## src/shared/tm8_pkg.sv

```systemverilog
// Package for the 8-bit timer/counter with two waveform outputs.
// Assumes an APB master with 32-bit data and word-aligned registers.
package tm8_pkg;

    // Register indices; byte address is four times the index
    localparam logic [7:0] IDX_CTRL_A = 8'h1B;
    localparam logic [7:0] IDX_CTRL_B = 8'h1A;
    localparam logic [7:0] IDX_COUNT = 8'h19;
    localparam logic [7:0] IDX_CMP_A = 8'h18;
    localparam logic [7:0] IDX_CMP_B = 8'h17;
    localparam logic [7:0] IDX_FLAGS = 8'h1C;

    // Reset values
    localparam logic [7:0] RST_CTRL_A = 8'h00;
    localparam logic [7:0] RST_CTRL_B = 8'h00;
    localparam logic [7:0] RST_BYTE = 8'h00;

    // Counter limits
    localparam logic [7:0] CNT_MAX = 8'hFF;
    localparam logic [7:0] CNT_BOTTOM = 8'h00;

    // Flag bit positions in the flag register
    localparam int FLG_MATCH_A = 0;
    localparam int FLG_OVF = 1;
    localparam int FLG_MATCH_B = 2;

    // Waveform modes
    localparam logic [2:0] MODE_NORMAL = 3'h0;
    localparam logic [2:0] MODE_PC_FF = 3'h1;
    localparam logic [2:0] MODE_CTC = 3'h2;
    localparam logic [2:0] MODE_FAST_FF = 3'h3;
    localparam logic [2:0] MODE_PC_CMP = 3'h5;
    localparam logic [2:0] MODE_FAST_CMP = 3'h7;

    // Prescaler masks: tick when the masked bits are all ones
    localparam logic [9:0] PS_MASK_8 = 10'h007;
    localparam logic [9:0] PS_MASK_64 = 10'h03F;
    localparam logic [9:0] PS_MASK_256 = 10'h0FF;
    localparam logic [9:0] PS_MASK_1024 = 10'h3FF;

    // Control register A fields
    typedef struct packed {
        logic [1:0] chan_a_out_mode;
        logic [1:0] chan_b_out_mode;
        logic [1:0] rsv;
        logic [1:0] wave_mode_sel;
    } tm8_ctrl_a_s;

    // Control register B fields
    typedef struct packed {
        logic [3:0] rsv;
        logic wave_mode_hi;
        logic [2:0] clock_select;
    } tm8_ctrl_b_s;

    typedef enum logic [2:0] {
        RS_NONE = 3'h0, RS_CTRL_A = 3'h1, RS_CTRL_B = 3'h3,
        RS_COUNT = 3'h2, RS_CMP_A = 3'h6, RS_CMP_B = 3'h7,
        RS_FLAGS = 3'h5
    } tm8_sel_e;

    typedef enum logic {DIR_UP = 1'b0, DIR_DOWN = 1'b1} tm8_dir_e;

endpackage : tm8_pkg

```

## src/hw/tm8_timer8.sv

```systemverilog
// 8-bit timer/counter with waveform output control, APB slave.
// Assumes a 100 MHz pclk, pins synchronous to pclk, port pin logic
// outside that merges the pin output and enable.
`timescale 1ns/1ps

module tm8_timer8
    import tm8_pkg::*;
#(
    parameter int ADDR_W = 8
)
(
    // APB slave
    input wire logic pclk,
    input wire logic presetn,
    input wire logic psel,
    input wire logic penable,
    input wire logic pwrite,
    input wire logic [ADDR_W-1:0] paddr,
    input wire logic [31:0] pwdata,
    output logic [31:0] prdata,
    output logic pready,
    output logic pslverr,
    // External count source
    input wire logic ext_clk_pin,
    // Port logic of the two pins
    input wire logic [1:0] port_dir,
    input wire logic [1:0] port_data,
    // Pin drive, index 0 is channel A
    output logic [1:0] pin_out,
    output logic [1:0] pin_oe
);

    // Address decode shared by read and write paths
    function automatic tm8_sel_e reg_sel(input logic [ADDR_W-1:0] a);
        logic [7:0] idx;
        idx = 8'(a[ADDR_W-1:2]);
        reg_sel = RS_NONE;
        if (a[1:0] == 2'h0)
        begin
            case (idx)
                IDX_CTRL_A: reg_sel = RS_CTRL_A;
                IDX_CTRL_B: reg_sel = RS_CTRL_B;
                IDX_COUNT: reg_sel = RS_COUNT;
                IDX_CMP_A: reg_sel = RS_CMP_A;
                IDX_CMP_B: reg_sel = RS_CMP_B;
                IDX_FLAGS: reg_sel = RS_FLAGS;
                default: reg_sel = RS_NONE;
            endcase
        end
    endfunction : reg_sel

    // Next compare output for one channel
    function automatic logic oc_next(
        input logic cur,
        input logic [1:0] com,
        input logic is_a,
        input logic hi,
        input logic fast,
        input logic pc,
        input logic match,
        input logic at_bot,
        input logic at_top,
        input logic up,
        input logic cmp_top
    );
        logic m;
        m = match & ~(cmp_top & com[1]);
        oc_next = cur;
        if (!fast && !pc)
        begin
            if (match)
            begin
                case (com)
                    2'h1: oc_next = ~cur;
                    2'h2: oc_next = 1'b0;
                    2'h3: oc_next = 1'b1;
                    default: oc_next = cur;
                endcase
            end
        end
        else if (com == 2'h1)
        begin
            if (is_a && hi && match)
                oc_next = ~cur;
        end
        else if (fast)
        begin
            if (m)
                oc_next = com[0];
            if (at_bot && com[1])
                oc_next = ~com[0];
        end
        else
        begin
            if (m)
                oc_next = up ? com[0] : ~com[0];
            if (at_top && cmp_top && com[1])
                oc_next = ~com[0];
        end
    endfunction : oc_next

    tm8_ctrl_a_s ctrl_a_q;
    tm8_ctrl_b_s ctrl_b_q;
    logic [7:0] cnt_q;
    logic [7:0] cmp_buf_q [2];
    logic [7:0] cmp_q [2];
    logic [2:0] flags_q;
    tm8_dir_e dir_q;
    logic blk_q;
    logic [9:0] ps_q;
    logic ext_q;
    logic [1:0] oc_q;
    logic [1:0] pin_out_q;
    logic [1:0] pin_oe_q;
    logic [31:0] prdata_q;
    logic pready_q;
    logic pslverr_q;

    tm8_sel_e sel;
    logic wr_acc;
    logic [2:0] mode;
    logic is_fast;
    logic is_pc;
    logic [7:0] top;
    logic tick;
    logic cnt_wr;
    logic wrap;
    logic pc_top;
    logic pc_bot;
    logic ovf_ev;
    logic [1:0] match;
    logic [1:0] com [2];

    // Bus decode and mode decode
    assign sel = reg_sel(paddr);
    assign wr_acc = psel & penable & pready_q & pwrite;
    assign cnt_wr = wr_acc & (sel == RS_COUNT);
    assign mode = {ctrl_b_q.wave_mode_hi, ctrl_a_q.wave_mode_sel};
    assign is_fast = (mode == MODE_FAST_FF) | (mode == MODE_FAST_CMP);
    assign is_pc = (mode == MODE_PC_FF) | (mode == MODE_PC_CMP);
    assign com[0] = ctrl_a_q.chan_a_out_mode;
    assign com[1] = ctrl_a_q.chan_b_out_mode;

    // TOP selection; reserved modes count like normal
    always_comb
    begin
        case (mode)
            MODE_CTC, MODE_FAST_CMP, MODE_PC_CMP: top = cmp_q[0];
            default: top = CNT_MAX;
        endcase
    end

    // Timer tick selection, used as clock enable
    always_comb
    begin
        case (ctrl_b_q.clock_select)
            3'h1: tick = 1'b1;
            3'h2: tick = (ps_q & PS_MASK_8) == PS_MASK_8;
            3'h3: tick = (ps_q & PS_MASK_64) == PS_MASK_64;
            3'h4: tick = (ps_q & PS_MASK_256) == PS_MASK_256;
            3'h5: tick = ps_q == PS_MASK_1024;
            3'h6: tick = ext_q & ~ext_clk_pin;
            3'h7: tick = ~ext_q & ext_clk_pin;
            default: tick = 1'b0;
        endcase
    end

    // Counting events
    assign wrap = tick & ~is_pc & (cnt_q == top);
    assign pc_top = tick & is_pc & (dir_q == DIR_UP) & (cnt_q == top);
    assign pc_bot = tick & is_pc & (dir_q == DIR_DOWN)
        & (cnt_q == CNT_BOTTOM);
    assign match[0] = tick & ~blk_q & (cnt_q == cmp_q[0]);
    assign match[1] = tick & ~blk_q & (cnt_q == cmp_q[1]);

    // Overflow event per mode
    always_comb
    begin
        if (is_pc)
            ovf_ev = pc_bot;
        else if (mode == MODE_FAST_CMP)
            ovf_ev = wrap;
        else
            ovf_ev = tick & (cnt_q == CNT_MAX);
    end

    // Prescaler and external pin history
    always_ff @(posedge pclk or negedge presetn)
    begin
        if (!presetn)
        begin
            ps_q <= 10'h000;
            ext_q <= 1'b0;
        end
        else
        begin
            ps_q <= ps_q + 10'h001;
            ext_q <= ext_clk_pin;
        end
    end

    // Counter, all on pclk with tick as enable
    always_ff @(posedge pclk or negedge presetn)
    begin
        if (!presetn)
            cnt_q <= CNT_BOTTOM;
        else if (cnt_wr)
            cnt_q <= pwdata[7:0];
        else if (tick)
        begin
            if (is_pc)
            begin
                if (dir_q == DIR_UP)
                    cnt_q <= (cnt_q == top) ? cnt_q - 8'h01
                        : cnt_q + 8'h01;
                else
                    cnt_q <= (cnt_q == CNT_BOTTOM) ? cnt_q + 8'h01
                        : cnt_q - 8'h01;
            end
            else if (wrap)
                cnt_q <= CNT_BOTTOM;
            else
                cnt_q <= cnt_q + 8'h01;
        end
    end

    // Count direction for dual-slope counting
    always_ff @(posedge pclk or negedge presetn)
    begin
        if (!presetn)
            dir_q <= DIR_UP;
        else if (!is_pc)
            dir_q <= DIR_UP;
        else if (pc_top)
            dir_q <= DIR_DOWN;
        else if (pc_bot)
            dir_q <= DIR_UP;
    end

    // A counter write blocks the match on the next tick
    always_ff @(posedge pclk or negedge presetn)
    begin
        if (!presetn)
            blk_q <= 1'b0;
        else if (cnt_wr)
            blk_q <= 1'b1;
        else if (tick)
            blk_q <= 1'b0;
    end

    // Control registers; reserved bits forced to zero
    always_ff @(posedge pclk or negedge presetn)
    begin
        if (!presetn)
        begin
            ctrl_a_q <= RST_CTRL_A;
            ctrl_b_q <= RST_CTRL_B;
        end
        else if (wr_acc)
        begin
            if (sel == RS_CTRL_A)
                ctrl_a_q <= {pwdata[7:4], 2'b00, pwdata[1:0]};
            if (sel == RS_CTRL_B)
                ctrl_b_q <= {4'h0, pwdata[3:0]};
        end
    end

    // Per-channel compare and output logic
    for (genvar ch = 0; ch < 2; ch++)
    begin : g_chan
        localparam tm8_sel_e SEL_CMP = (ch == 0) ? RS_CMP_A : RS_CMP_B;
        logic wr_cmp;
        logic load_ev;
        logic pin_conn;
        assign wr_cmp = wr_acc & (sel == SEL_CMP);
        assign load_ev = is_fast ? wrap : pc_top;
        // A's toggle setting stays off the pin in PWM unless mode hi is set
        assign pin_conn = (com[ch] != 2'h0) && !((ch == 0)
            && (is_fast || is_pc) && (com[ch] == 2'h1)
            && !ctrl_b_q.wave_mode_hi);

        // Buffer as written by software
        always_ff @(posedge pclk or negedge presetn)
        begin
            if (!presetn)
                cmp_buf_q[ch] <= RST_BYTE;
            else if (wr_cmp)
                cmp_buf_q[ch] <= pwdata[7:0];
        end

        // Active compare value
        always_ff @(posedge pclk or negedge presetn)
        begin
            if (!presetn)
                cmp_q[ch] <= RST_BYTE;
            else if (!is_fast && !is_pc)
                cmp_q[ch] <= wr_cmp ? pwdata[7:0] : cmp_buf_q[ch];
            else if (load_ev)
                cmp_q[ch] <= cmp_buf_q[ch];
        end

        // Compare output register
        always_ff @(posedge pclk or negedge presetn)
        begin
            if (!presetn)
                oc_q[ch] <= 1'b0;
            else
                oc_q[ch] <= oc_next(oc_q[ch], com[ch], ch == 0,
                    ctrl_b_q.wave_mode_hi, is_fast, is_pc, match[ch],
                    wrap, pc_top, dir_q == DIR_UP, cmp_q[ch] == top);
        end

        // Pin override and direction gating
        always_ff @(posedge pclk or negedge presetn)
        begin
            if (!presetn)
            begin
                pin_out_q[ch] <= 1'b0;
                pin_oe_q[ch] <= 1'b0;
            end
            else
            begin
                pin_out_q[ch] <= pin_conn ? oc_q[ch]
                    : port_data[ch];
                pin_oe_q[ch] <= port_dir[ch];
            end
        end
    end

    // Sticky flags; write one clears, a new event wins
    always_ff @(posedge pclk or negedge presetn)
    begin
        if (!presetn)
            flags_q <= 3'h0;
        else
        begin
            logic [2:0] clr;
            logic [2:0] set;
            clr = (wr_acc && sel == RS_FLAGS) ? pwdata[2:0] : 3'h0;
            set = 3'h0;
            set[FLG_MATCH_A] = match[0];
            set[FLG_MATCH_B] = match[1];
            set[FLG_OVF] = ovf_ev;
            flags_q <= set | (flags_q & ~clr);
        end
    end

    // APB answer: data latched in setup, ready in the access cycle
    always_ff @(posedge pclk or negedge presetn)
    begin
        if (!presetn)
        begin
            prdata_q <= 32'h0000_0000;
            pready_q <= 1'b0;
            pslverr_q <= 1'b0;
        end
        else
        begin
            pready_q <= psel & ~penable;
            pslverr_q <= psel & ~penable & (sel == RS_NONE);
            if (psel && !penable)
            begin
                case (sel)
                    RS_CTRL_A: prdata_q <= {24'h0, ctrl_a_q};
                    RS_CTRL_B: prdata_q <= {24'h0, ctrl_b_q};
                    RS_COUNT: prdata_q <= {24'h0, cnt_q};
                    RS_CMP_A: prdata_q <= {24'h0, cmp_buf_q[0]};
                    RS_CMP_B: prdata_q <= {24'h0, cmp_buf_q[1]};
                    RS_FLAGS: prdata_q <= {29'h0, flags_q};
                    default: prdata_q <= 32'h0000_0000;
                endcase
            end
        end
    end

    // Outputs straight from flip-flops
    assign prdata = prdata_q;
    assign pready = pready_q;
    assign pslverr = pslverr_q;
    assign pin_out = pin_out_q;
    assign pin_oe = pin_oe_q;
endmodule : tm8_timer8

```

## config.mk

```make
export PLATFORM = sky130hd
export DESIGN_NAME = tm8_timer8
export DESIGN_NICKNAME = d
export VERILOG_FILES = /design/src/shared/tm8_pkg.sv /design/src/hw/tm8_timer8.sv
export SDC_FILE = /design/constraint.sdc
export NUM_CORES = 1
export LEC_CHECK = 0
export BUFFER_PORTS_ARGS = -buffer_cell sky130_fd_sc_hd__buf_4
export CORE_ASPECT_RATIO = 0.75
export CORE_MARGIN = 2
export CORE_UTILIZATION = 55
export CTS_CLUSTER_SIZE = 30
export DETAILED_ROUTE_END_ITERATION = 10
export MAX_ROUTING_LAYER = met4
export PLACE_DENSITY = 0.76
export SYNTH_ARGS = -nofsm -noshare
export SYNTH_HDL_FRONTEND = slang
export SYNTH_SLANG_ARGS = --single-unit
```

## constraint.sdc

```tcl
create_clock -name pclk -period 3.6 [get_ports pclk]
set_input_delay 0.54 -clock pclk [delete_from_list [all_inputs] [get_ports pclk]]
set_output_delay 0.54 -clock pclk [all_outputs]
set_load 0.01 [all_outputs]
```

* Word-level counts from Yosys, hierarchy flattened *
Cells that the tools add are included.

operators by class
  equality and inequality tests = 49
  $add $sub $neg = 3
  reduce and logical (&&, ||, !) cells = 33
  multiplexer cells = 50
  bitwise gates (word level) = 42

operators by type and width
  kind                     number
  $mux W8                  14
  $pmux W8 S6              1
  $eq A8 B8 Y1             5
  $eq A6 B5 Y1 const B     6
  $eq A3 B3 Y1 const B     10
  $mux W1                  29
  $and A1 B1 Y1            25
  $eq A3 B2 Y1 const B     6
  $pmux W3 S6              1
  $eq A8 B8 Y1 const B     2
  $logic_and A1 B1 Y1      13
  $not A1 Y1               12
  $add A10 B1 Y10 const B  1
  $eq A10 B10 Y1 const B   1
  $reduce_and A5 Y1        2
  $eq A3 B1 Y1 const B     3
  $add A8 B1 Y8 const B    1
  $eq A2 B2 Y1 const B     4
  $logic_not A8 Y1         1
  $ne A4 B1 Y1 const B     2
  $reduce_bool A2 Y1       4
  $sub A8 B1 Y8 const B    1
  $pmux W1 S7              1
  $eq A6 B6 Y1 const B     1
  other kinds (19)         31

word-level totals
  input port bits = 50
  logic and storage cells = 201
  output and inout port bits = 38
  register bits = 106

* Logic depth before layout (Yosys ltp) *
Gate-level depths: netlist of run 1.

  depth in word-level cells = 12
  gate-level depth with buffers = 11
  gate-level depth less buffers = 10

* Least setup slack after synthesis of run 1 *
OpenSTA, ideal clock, no wires.

  path kind = register -> register
  start = reg cmp_q[15] in the netlist's numbering
  end = reg oc_q[1]
  setup time = 0.125 ns
  data arrival time = 2.401 ns
  clock period less this slack = 2.526 ns
  stages on the path, launching flop included = 11
  buffers on the path = 1
  setup slack = 1.074 ns
  path through = dfrtp_1 -> buf_6 -> xor2_1 -> or3_2 -> a21oi_1 -> o21ai_1 -> or4_4 -> o22ai_1 -> a31oi_1 -> a21oi_1 -> mux2_4

between the ends
  cells in the longest elaborated chain, start to end = 9
  elaborated cells between the ends (all ways) = 19
  those cells by class = 3 x eq/ne; 6 x mux; 5 x bitwise; 5 x reduce/logical

ends and longest elaborated chain
  item                              RTL line                              RTL
  start: declaration                tm8_timer8.sv:106                     logic [7:0] cmp_q [2];
  start signal: indexed assignment  tm8_timer8.sv:297                     cmp_q[ch] <= wr_cmp ? pwdata[7:0] : cmp_buf_q[ch];
  start signal: indexed assignment  tm8_timer8.sv:299                     cmp_q[ch] <= cmp_buf_q[ch];
  $mux W8 (*)                       tm8_timer8.sv:147                     case (mode)
  $eq A8 B8 Y1                      tm8_timer8.sv:169, tm8_timer8.sv:170
  $and A1 B1 Y1                     tm8_timer8.sv:170                     assign pc_top = tick & is_pc & (dir_q == DIR_UP) & (cnt_q == top);
  $logic_and A1 B1 Y1 (2 in a row)  tm8_timer8.sv:97                      if (at_top && cmp_top && com[1])
  $mux W1                           tm8_timer8.sv:97
  $mux W1                           tm8_timer8.sv:86                      else if (fast)
  $mux W1                           tm8_timer8.sv:81                      else if (com == 2'h1)
  $mux W1                           tm8_timer8.sv:69                      if (!fast && !pc)
  end signal: indexed assignment    tm8_timer8.sv:308                     oc_q[ch] <= oc_next(oc_q[ch], com[ch], ch == 0,
  end: declaration                  tm8_timer8.sv:112                     logic [1:0] oc_q;

Every way passes the cells marked *; elsewhere a longest branch is shown, timed or not. The select of a mux whose other input is x is not followed.
A chain may end at the register's enable or synchronous reset.

* Final worst setup path of run 1 *
  start = reg ctrl_b_q[3] in the netlist's numbering
  end = reg cmp_q[14] in the netlist's numbering

between the ends
  cells in the longest elaborated chain, start to end = 7
  elaborated cells between the ends (all ways) = 22
  those cells by class = 6 x eq/ne; 3 x mux; 8 x bitwise; 5 x reduce/logical

ends and longest elaborated chain
  item                                                     RTL line                              RTL
  start: declaration                                       tm8_timer8.sv:103                     tm8_ctrl_b_s ctrl_b_q;
  start signal: assignment                                 tm8_timer8.sv:264                     ctrl_b_q <= {4'h0, pwdata[3:0]};
  $eq A3 B3 Y1, or another cell as far along               tm8_timer8.sv:139, tm8_timer8.sv:147
  $reduce_or A3 Y1 / $or A1 B1 Y1 (equally long branches)  tm8_timer8.sv:147, tm8_timer8.sv:140
  $mux W8, or another cell as far along                    tm8_timer8.sv:147
  $eq A8 B8 Y1, or another cell as far along               tm8_timer8.sv:169, tm8_timer8.sv:170
  $and A1 B1 Y1 (on tied branches)                         tm8_timer8.sv:170, tm8_timer8.sv:169
  $mux W1                                                  tm8_timer8.sv:276                     assign load_ev = is_fast ? wrap : pc_top;
  $reduce_bool A2 Y1 (no line)                             n/a

Several ways; a longest one is shown, not always the timed one.

==> results of run 1 <==
kinds of logic (layout without fill, tap and decap cells):
| group | after synthesis | after routing | share of synthesized area |
|---|---|---|---|
| other cells | 1 | 24 | 0.000703 |
| simple gates | 204 | 204 | 0.210 |
| xor+xnor | 28 | 28 | 0.0460 |
| mux | 57 | 57 | 0.114 |
| compound gates | 131 | 131 | 0.157 |
| buf+inv | 73 | 76 | 0.0758 |
| fa+ha+maj | 5 | 5 | 0.0117 |
| flops | 82 | 82 | 0.385 |
area by class of cell:
cell class / instances / area (um2)
clock buffer: 10 / 239
clock inverter: 6 / 72.6
fill: 852 / 3650
inverter: 13 / 48.8
multi-input combinational: 449 / 2960
sequential: 82 / 2050
tap: 132 / 165
timing repair buffer: 47 / 353
stage by stage:
| stage | setup WS (ns) | utilization | std cells | power [mW] | area (um2) |
|---|---|---|---|---|---|
| after global routing | 0.329 | 0.618 | 739 | 2.12 | 5890 |
| after CTS | 0.561 | 0.618 | 739 | 2.06 | 5890 |
| after detailed placement | 0.503 | 0.585 | 723 | 1.10 | 5580 |
| final | 0.554 | 0.618 | 739 | 2.06 | 5890 |
| after global placement | 0.586 | 0.585 | 723 | 1.09 | 5580 |
| after floorplan | 1.07 | - | 604 | 1.04 | 5420 |
worst paths after layout:
kind	end	slack (ns)	startpoint
max in group asynchronous	ps_q[8]$_DFF_PN0_	2.51	presetn
min in group asynchronous	cnt_q[6]$_DFFE_PN0P_	0.33	presetn
max reg2reg	cmp_q[14]$_DFFE_PN0P_	0.55	ctrl_b_q[3]$_DFFE_PN0P_
min	pin_oe[1]$_DFF_PN0_	0.30	port_dir[1]
max	cmp_q[14]$_DFFE_PN0P_	0.55	ctrl_b_q[3]$_DFFE_PN0P_
min reg2reg	ps_q[0]$_DFF_PN0_	0.47	ps_q[0]$_DFF_PN0_
synthesized netlist by cell type, drive strengths merged (3+ instances only):
cell,instances
dfrtp,82
nand2,68
o21ai,46
buf,35
nor2,34
mux2i,30
a21oi,29
mux2,27
clkbuf,24
nor3,23
nand3,19
xnor2,14
xor2,14
inv,13
a221oi,9
and3,9
nand4,9
nor2b,9
nor4,7
a311oi,5
ha,5
nand2b,5
nor3b,5
o22ai,5
a21o,4
a22oi,4
nand4b,4
a211oi,3
a31oi,3
o211ai,3
o221ai,3
o311ai,3
or3,3
state kept, by name, indices dropped and copies added, names as in the netlist, 3 cells and up:
signal / flops
com: 4
ps_q: 10
cmp_q: 16
prdata: 8
cmp_buf_q: 16
cnt_q: 8
ctrl_b_q: 4
flags_q: 3
critical path, cell delays in order, from the launching register on:
cell and delay [ns]:
dfrtp_1 0.55, or3b_1 0.54, nand2_1 0.20, a32oi_1 0.17, nor3_4 0.32, nand3_4 0.19
o21a_1 0.60, nand2_1 0.22, o21ai_1 0.09
power by group through the flow:
stage | Sequential, mW | Clock (mW) | Combinational (mW)
6_report | 0.942 | 0.973 | 0.140
3_5_place_dp | 0.959 | 0 | 0.138
5_1_grt | 0.942 | 1.02 | 0.153
3_3_place_gp | 0.958 | 0 | 0.135
4_1_cts | 0.941 | 0.982 | 0.139
2_1_floorplan | 0.952 | 0 | 0.0921
per-layer routing:
| layer | vias up | track usage | share of wire |
|---|---|---|---|
| li1 | 2103 | - | - |
| met1 | 2225 | 0.357 | 0.42 |
| met2 | 207 | 0.423 | 0.45 |
| met3 | 39 | 0.0938 | 0.097 |
| met4 | 0 | 0.101 | 0.027 |
| met5 | - | - | 0 |
layout by cell type (no fill, tap or decap), types with 4 or more instances in the layout:
cell type  count
a21oi_1       28
a221oi_1       9
a22oi_1        4
a311oi_1       5
and3_1         9
buf_4         47
clkbuf_16      9
conb_1        24
dfrtp_1       82
ha_1           5
inv_1         12
mux2_2        25
mux2i_1       30
nand2_1       68
nand2b_1       5
nand3_1       17
nand4_1        9
nand4b_1       4
nor2_1        29
nor2b_1        9
nor3_1        20
nor4_1         7
o21ai_0       28
o21ai_1       18
o22ai_1        5
xnor2_1       14
xor2_1        14
==> metrics.md, run 1 <==
| Metric | Value |
|---|---|
| Status | finished clean |
| Post-synth EDFFs | 0 |
| Initial antenna violation count | 0 |
| Synth Warn # | 0 |
| Clk pwr share | 0.474 |
| GRT Total Usage | 0.281 |
| Die area | 0.0105 mm2 |
| Slew @ Worst Pin | 1.08 ns |
| TritonCTS Buffers | 9 |
| Via count | 4574 |
| Die width | 118 um |
| Hold slack | 0.298 ns |
| Largest net degree at the start of global routing | 83 |
| Reg power frac | 0.458 |
| Final wirelength | 14.1 mm |
| Detail Route Antenna Nets | 0 |
| Post-CTS Setup Bufs | 0 |
| DR iter-0 viols | 559 |
| First-pass detailed-route iteration total | 7 |
| Max rail drop VDD | 0.000320 V |
| Crit path kind | reg -> reg |
| Vias in the first global route | 4224 |
| CTS resizes | 0 |
| Max-Cap Viols | 0 |
| Ys flop type | dfrtp_1 |
| Register area share after synthesis | 0.385 |
| Fraction of registers with async set/reset | 1.00 |
| I/O Buffers | 39 |
| Final GP Congestion | 0.967 |
| Critical path peak fanout | 32 |
| Leak Pwr | 2.58 nW |
| WL per Instance | 19.1 um |
| Req. time, crit path | 3.79 ns |
| Bufs on Longest Clock Path | 2 |
| Worst-skew pair later-pin latency | 0.35 ns |
| Root Buffer | clkbuf_16 |
| Number of unique standard cell types used by synthesis | 74 |
| RSZ-0062 raised after global routing | no |
| Vias per inst | 6.19 |
| HP Class | in -> reg |
| Max Freq | 328 MHz |
| Setup Total Neg Slack | 0 ns |
| Post-detail-place hpwl | 10.2 mm |
| Total global routing overflow | 0 |
| Layout cells sized above 1 | 0.181 |
| Worst Setup End Kind | flip-flop |
| Synth-to-layout area growth | 10.5% |
| FP Rows | 31 |
| CTS clock-pin slew for the worst setup and hold paths | 0.06 ns |
| Cts hold-fix bufs | 0 |
| Relative slew slack | 0.279 |
| Final Cycle Share | 0.846 |
| Io pins | 88 |
| Final Skew | 0.00696 ns |
| Remaining DRCs | 0 |
| R2R depth | 8 |
| Clock Sinks | 82 |
| Pint | 1.54 mW |
| Synth top area cells | dfrtp_1 38%, mux2i_1 5.6%, mux2_2 5.3% |
| Post-Synthesis Mean Instance Area | 9.18 um2 |
| Crit start category | flip-flop |
| Comb power frac | 0.068 |
| First-pass GRT wire length | 21.9 mm |
| Post-layout net count | 657 |
| Setup Viol. Count Final | 0 |
| Top cell type's share of synthesized area | 0.385 |
| Netlist Area Pre-Place | 0.00533 mm2 |
| NetSw | 0.512 mW |
| Antenna Cells | 0 |
| Initial core utilization | 0.559 |
| Htree depth | 3 |
| CTS tree | built |
| Final Max Slew Viols | 0 |
| Post-synth top area cell | dfrtp_1 |
| Flop and latch count out of synthesis | 82 |
| Core area | 0.00954 mm2 |
| Net Sw Frac | 0.249 |
| Tmin final | 3.05 ns |
| CP arrival | 3.24 ns |
| Hold Violations, Final | 0 |
| Power per cell area | 349 mW/mm2 |
| Die Span Y | 89.3 um |
| Hold path depth | 1 |
| Syn Inst Count | 581 |
No activity file was read; power rests on OpenSTA's default activity.
==> run 2, diff against run 1 <==
--- a/config.mk
+++ b/config.mk
@@ -8,11 +8,11 @@
 export BUFFER_PORTS_ARGS = -buffer_cell sky130_fd_sc_hd__buf_4
 export CORE_ASPECT_RATIO = 0.75
 export CORE_MARGIN = 2
-export CORE_UTILIZATION = 55
+export CORE_UTILIZATION = 52
 export CTS_CLUSTER_SIZE = 30
 export DETAILED_ROUTE_END_ITERATION = 10
 export MAX_ROUTING_LAYER = met4
-export PLACE_DENSITY = 0.76
+export PLACE_DENSITY = 0.75
 export SYNTH_ARGS = -nofsm -noshare
 export SYNTH_HDL_FRONTEND = slang
 export SYNTH_SLANG_ARGS = --single-unit
==> constraint.sdc (replaced) <==
create_clock -name pclk -period 2.5 [get_ports pclk]
set_input_delay 0.375 -clock pclk [delete_from_list [all_inputs] [get_ports pclk]]
set_output_delay 0.375 -clock pclk [all_outputs]
set_load 0.01 [all_outputs]
==> run 2 against run 1 <==
Net effect: the flow now finishes with violations (setup timing); flip-flop and latch count stayed put; sequential share of layout area decreased by 5.1 points; total power rose by 45%; worst setup slack got worse by 0.72 ns; clock power grew 41%; clock skew is 0.00074 ns higher; cell area increased by 17%.
==> metrics.md, run 2 (synthesized netlist as in run 1, its figures left out) <==
| Metric | Value |
|---|---|
| Largest registers | cmp_buf_q (16), cmp_q (16), ps_q (10) |
| GRT Total Usage | 0.309 (+0.0276) |
| Total global routing overflow | 0 (unchanged) |
| Vias in the first global route | 4781 (+13%) |
| CP arrival | 2.90 ns (-0.34 ns) |
| Io pins | 88 (unchanged) |
| Status | finished, violations left |
| WL per Instance | 19.6 um (+2.3%) |
| I/O Buffers | 39 (unchanged) |
| Core area | 0.00981 mm2 (+2.8%) |
| Power per cell area | 430 mW/mm2 (+23%) |
| Die area | 0.0111 mm2 (+5.5%) |
| Leak Pwr | 3.14 nW (+21%) |
| Final wirelength | 16.3 mm (+15%) |
| Die Span Y | 91.7 um (+2.7%) |
| CTS clock-pin slew for the worst setup and hold paths | 0.07 ns (about the same) |
| Htree depth | 3 (unchanged) |
| Slew @ Worst Pin | 1.04 ns (-0.0449 ns) |
| Pre-CTS WS | -0.283 ns (-0.786 ns) |
| Final Cycle Share | 1.07 (+0.221) |
| Slowest cell delay on critical path | 0.56 ns (-0.04 ns) |
| Cts hold-fix bufs | 0 (unchanged) |
| Hold Violations, Final | 0 (unchanged) |
| TritonCTS Buffers | 9 (unchanged) |
| Post-layout net count | 751 (+14%) |
| Vias per inst | 6.10 (-1.5%) |
| R2R setup slack | -0.17 ns (-0.72 ns) |
| Remaining DRCs | 0 (unchanged) |
| First-pass GRT wire length | 25.7 mm (+17%) |
| Tmin final | 2.67 ns (-0.379 ns) |
| Max rail drop VDD | 0.000315 V (-1.5%) |
| Worst-skew pair later-pin latency | 0.35 ns (about the same) |
| HP Class | in -> async |
| Met3 Wirelength | 1.50 mm (+9.6%) |
| Critical path peak fanout | 7 (-78%) |
| Synth-to-layout area growth | 29.7% |
| RSZ-0062 raised after global routing | yes |
| Setup ws final | -0.167 ns (-0.721 ns) |
| Setup Viol. Count Final | 7 (+7) |
| Most used cell, CP | buf_6 |
| Req. time, crit path | 2.73 ns (-1.06 ns) |
| FP Rows | 31 (unchanged) |
| Failing checks | setup timing |
| Relative slew slack | 0.303 (+0.0246) |
| Max Freq | 375 MHz (+14%) |
| Final GP Congestion | 0.937 (-3.1%) |
| Final Skew | 0.00771 ns (+0.000744 ns) |
| Antenna Cells | 0 (unchanged) |
| Initial antenna violation count | 0 (unchanged) |
| Worst flop-to-flop path endpoint | oc_q[1]$_DFFE_PN0P_ |
| First-pass detailed-route iteration total | 5 (-2) |
| Clock Sinks | 82 (unchanged) |
| Die width | 121 um (+2.7%) |
| Slowest stage cell, crit path | or4_4 |
| Most frequent cells in the layout | 125 x buf_4, 81 x dfrtp_1, 65 x nand2_1 |
| DR iter-0 viols | 433 (-23%) |
| Layout cells sized above 1 | 0.340 (+0.158) |
| Crit start category | flip-flop |
| Worst Setup End Kind | flip-flop |
| Via count | 5080 (+11%) |
| Initial core utilization | 0.544 (-0.0155) |
| Most common cell after layout, fill and taps aside | buf_4 |
| Root Buffer | clkbuf_16 |
| Detail Route Antenna Nets | 0 (unchanged) |
| Met2 Wirelength | 7.46 mm (+17%) |
| Max-Cap Viols | 0 (unchanged) |
| M1 WL | 7.06 mm (+18%) |
| Total Power | 2.97 mW (+45%) |
| Final Max Slew Viols | 0 (unchanged) |
| Worst-path cell chain | buf_6 -> nor3b_4 -> nor2_4 -> buf_6 -> a21oi_2 -> o21ai_1 -> or4_4 -> o22ai_2 -> a31oi_1 -> a21oi_1 -> mux2_4 |
| Crit path kind | reg -> reg |
| Max layer used | met4 |
| CTS tree | built |
| Worst reg2reg startpoint | ctrl_a_q[0]$_DFFE_PN0P_ |
| Bufs on Longest Clock Path | 2 (unchanged) |
| R2R depth | 11 (+3) |
| Largest net degree at the start of global routing | 47 (-43%) |
| Post-detail-place hpwl | 11.8 mm (+16%) |
-- run 2: per-stage QoR --
step | util | setup TNS [ns] | std cells | hold slack [ns] | area [um2]
2_1_floorplan | - | 0 | 604 | 0.0794 | 5430
3_3_place_gp | 0.633 | -2.43 | 800 | 0.432 | 6210
3_5_place_dp | 0.633 | -2.74 | 800 | 0.448 | 6210
4_1_cts | 0.675 | -0.790 | 821 | 0.0884 | 6630
5_1_grt | 0.705 | -2.70 | 833 | 0.110 | 6920
6_report | 0.705 | -0.426 | 833 | 0.0669 | 6920
-- run 2: where the power goes --
part,internal (mW),switching (mW),leakage [nW]
Sequential,1.34,0.00988,1.09
Clock,0.787,0.585,0.144
Combinational,0.102,0.152,1.91
-- run 2: worst max-delay path by stage --
stage                            start             endpoint  slack, ns  cells past startpoint
6_report       ctrl_a_q[0]$_DFFE_PN0P_  oc_q[1]$_DFFE_PN0P_      -0.17                     11
5_1_grt        ctrl_a_q[0]$_DFFE_PN0P_  oc_q[1]$_DFFE_PN0P_      -0.26                     10
4_1_cts        ctrl_b_q[3]$_DFFE_PN0P_  oc_q[1]$_DFFE_PN0P_      -0.17                     10
3_5_place_dp         ps_q[1]$_DFF_PN0_  oc_q[1]$_DFFE_PN0P_      -0.28                     10
3_3_place_gp         ps_q[1]$_DFF_PN0_  oc_q[1]$_DFFE_PN0P_      -0.27                     10
2_1_floorplan  ctrl_b_q[3]$_DFFE_PN0P_  oc_q[1]$_DFFE_PN0P_      0.005                     11
-- run 2: repair_timing --
action,in CTS,in global routing
setup buffers,4,12
pin swaps,12,33
gates resized for setup,17,43
cloned,1,0
setup endpoints to repair,26,26
-- run 2: final cells by class --
class | instances | area (um2)
clock buffer | 10 | 229
inverter | 13 | 48.8
timing repair buffer | 140 | 1130
tap | 132 | 165
multi-input combinational | 450 | 3210
clock inverter | 6 | 72.6
fill | 762 | 2900
sequential | 82 | 2050
-- run 2: layer usage --
layer | vias up | GRT usage
met2 | 269 | 0.470
met1 | 2492 | 0.433
met5 | - | -
li1 | 2288 | -
met4 | 0 | 0.0698
met3 | 31 | 0.0516
-- run 2: critical path: cells and delay by family (launching register included) --
family,cells,cell delay (ns)
compound gates,5,0.61
flops,1,0.43
buf+inv,2,0.28
mux,1,0.31
simple gates,3,0.92
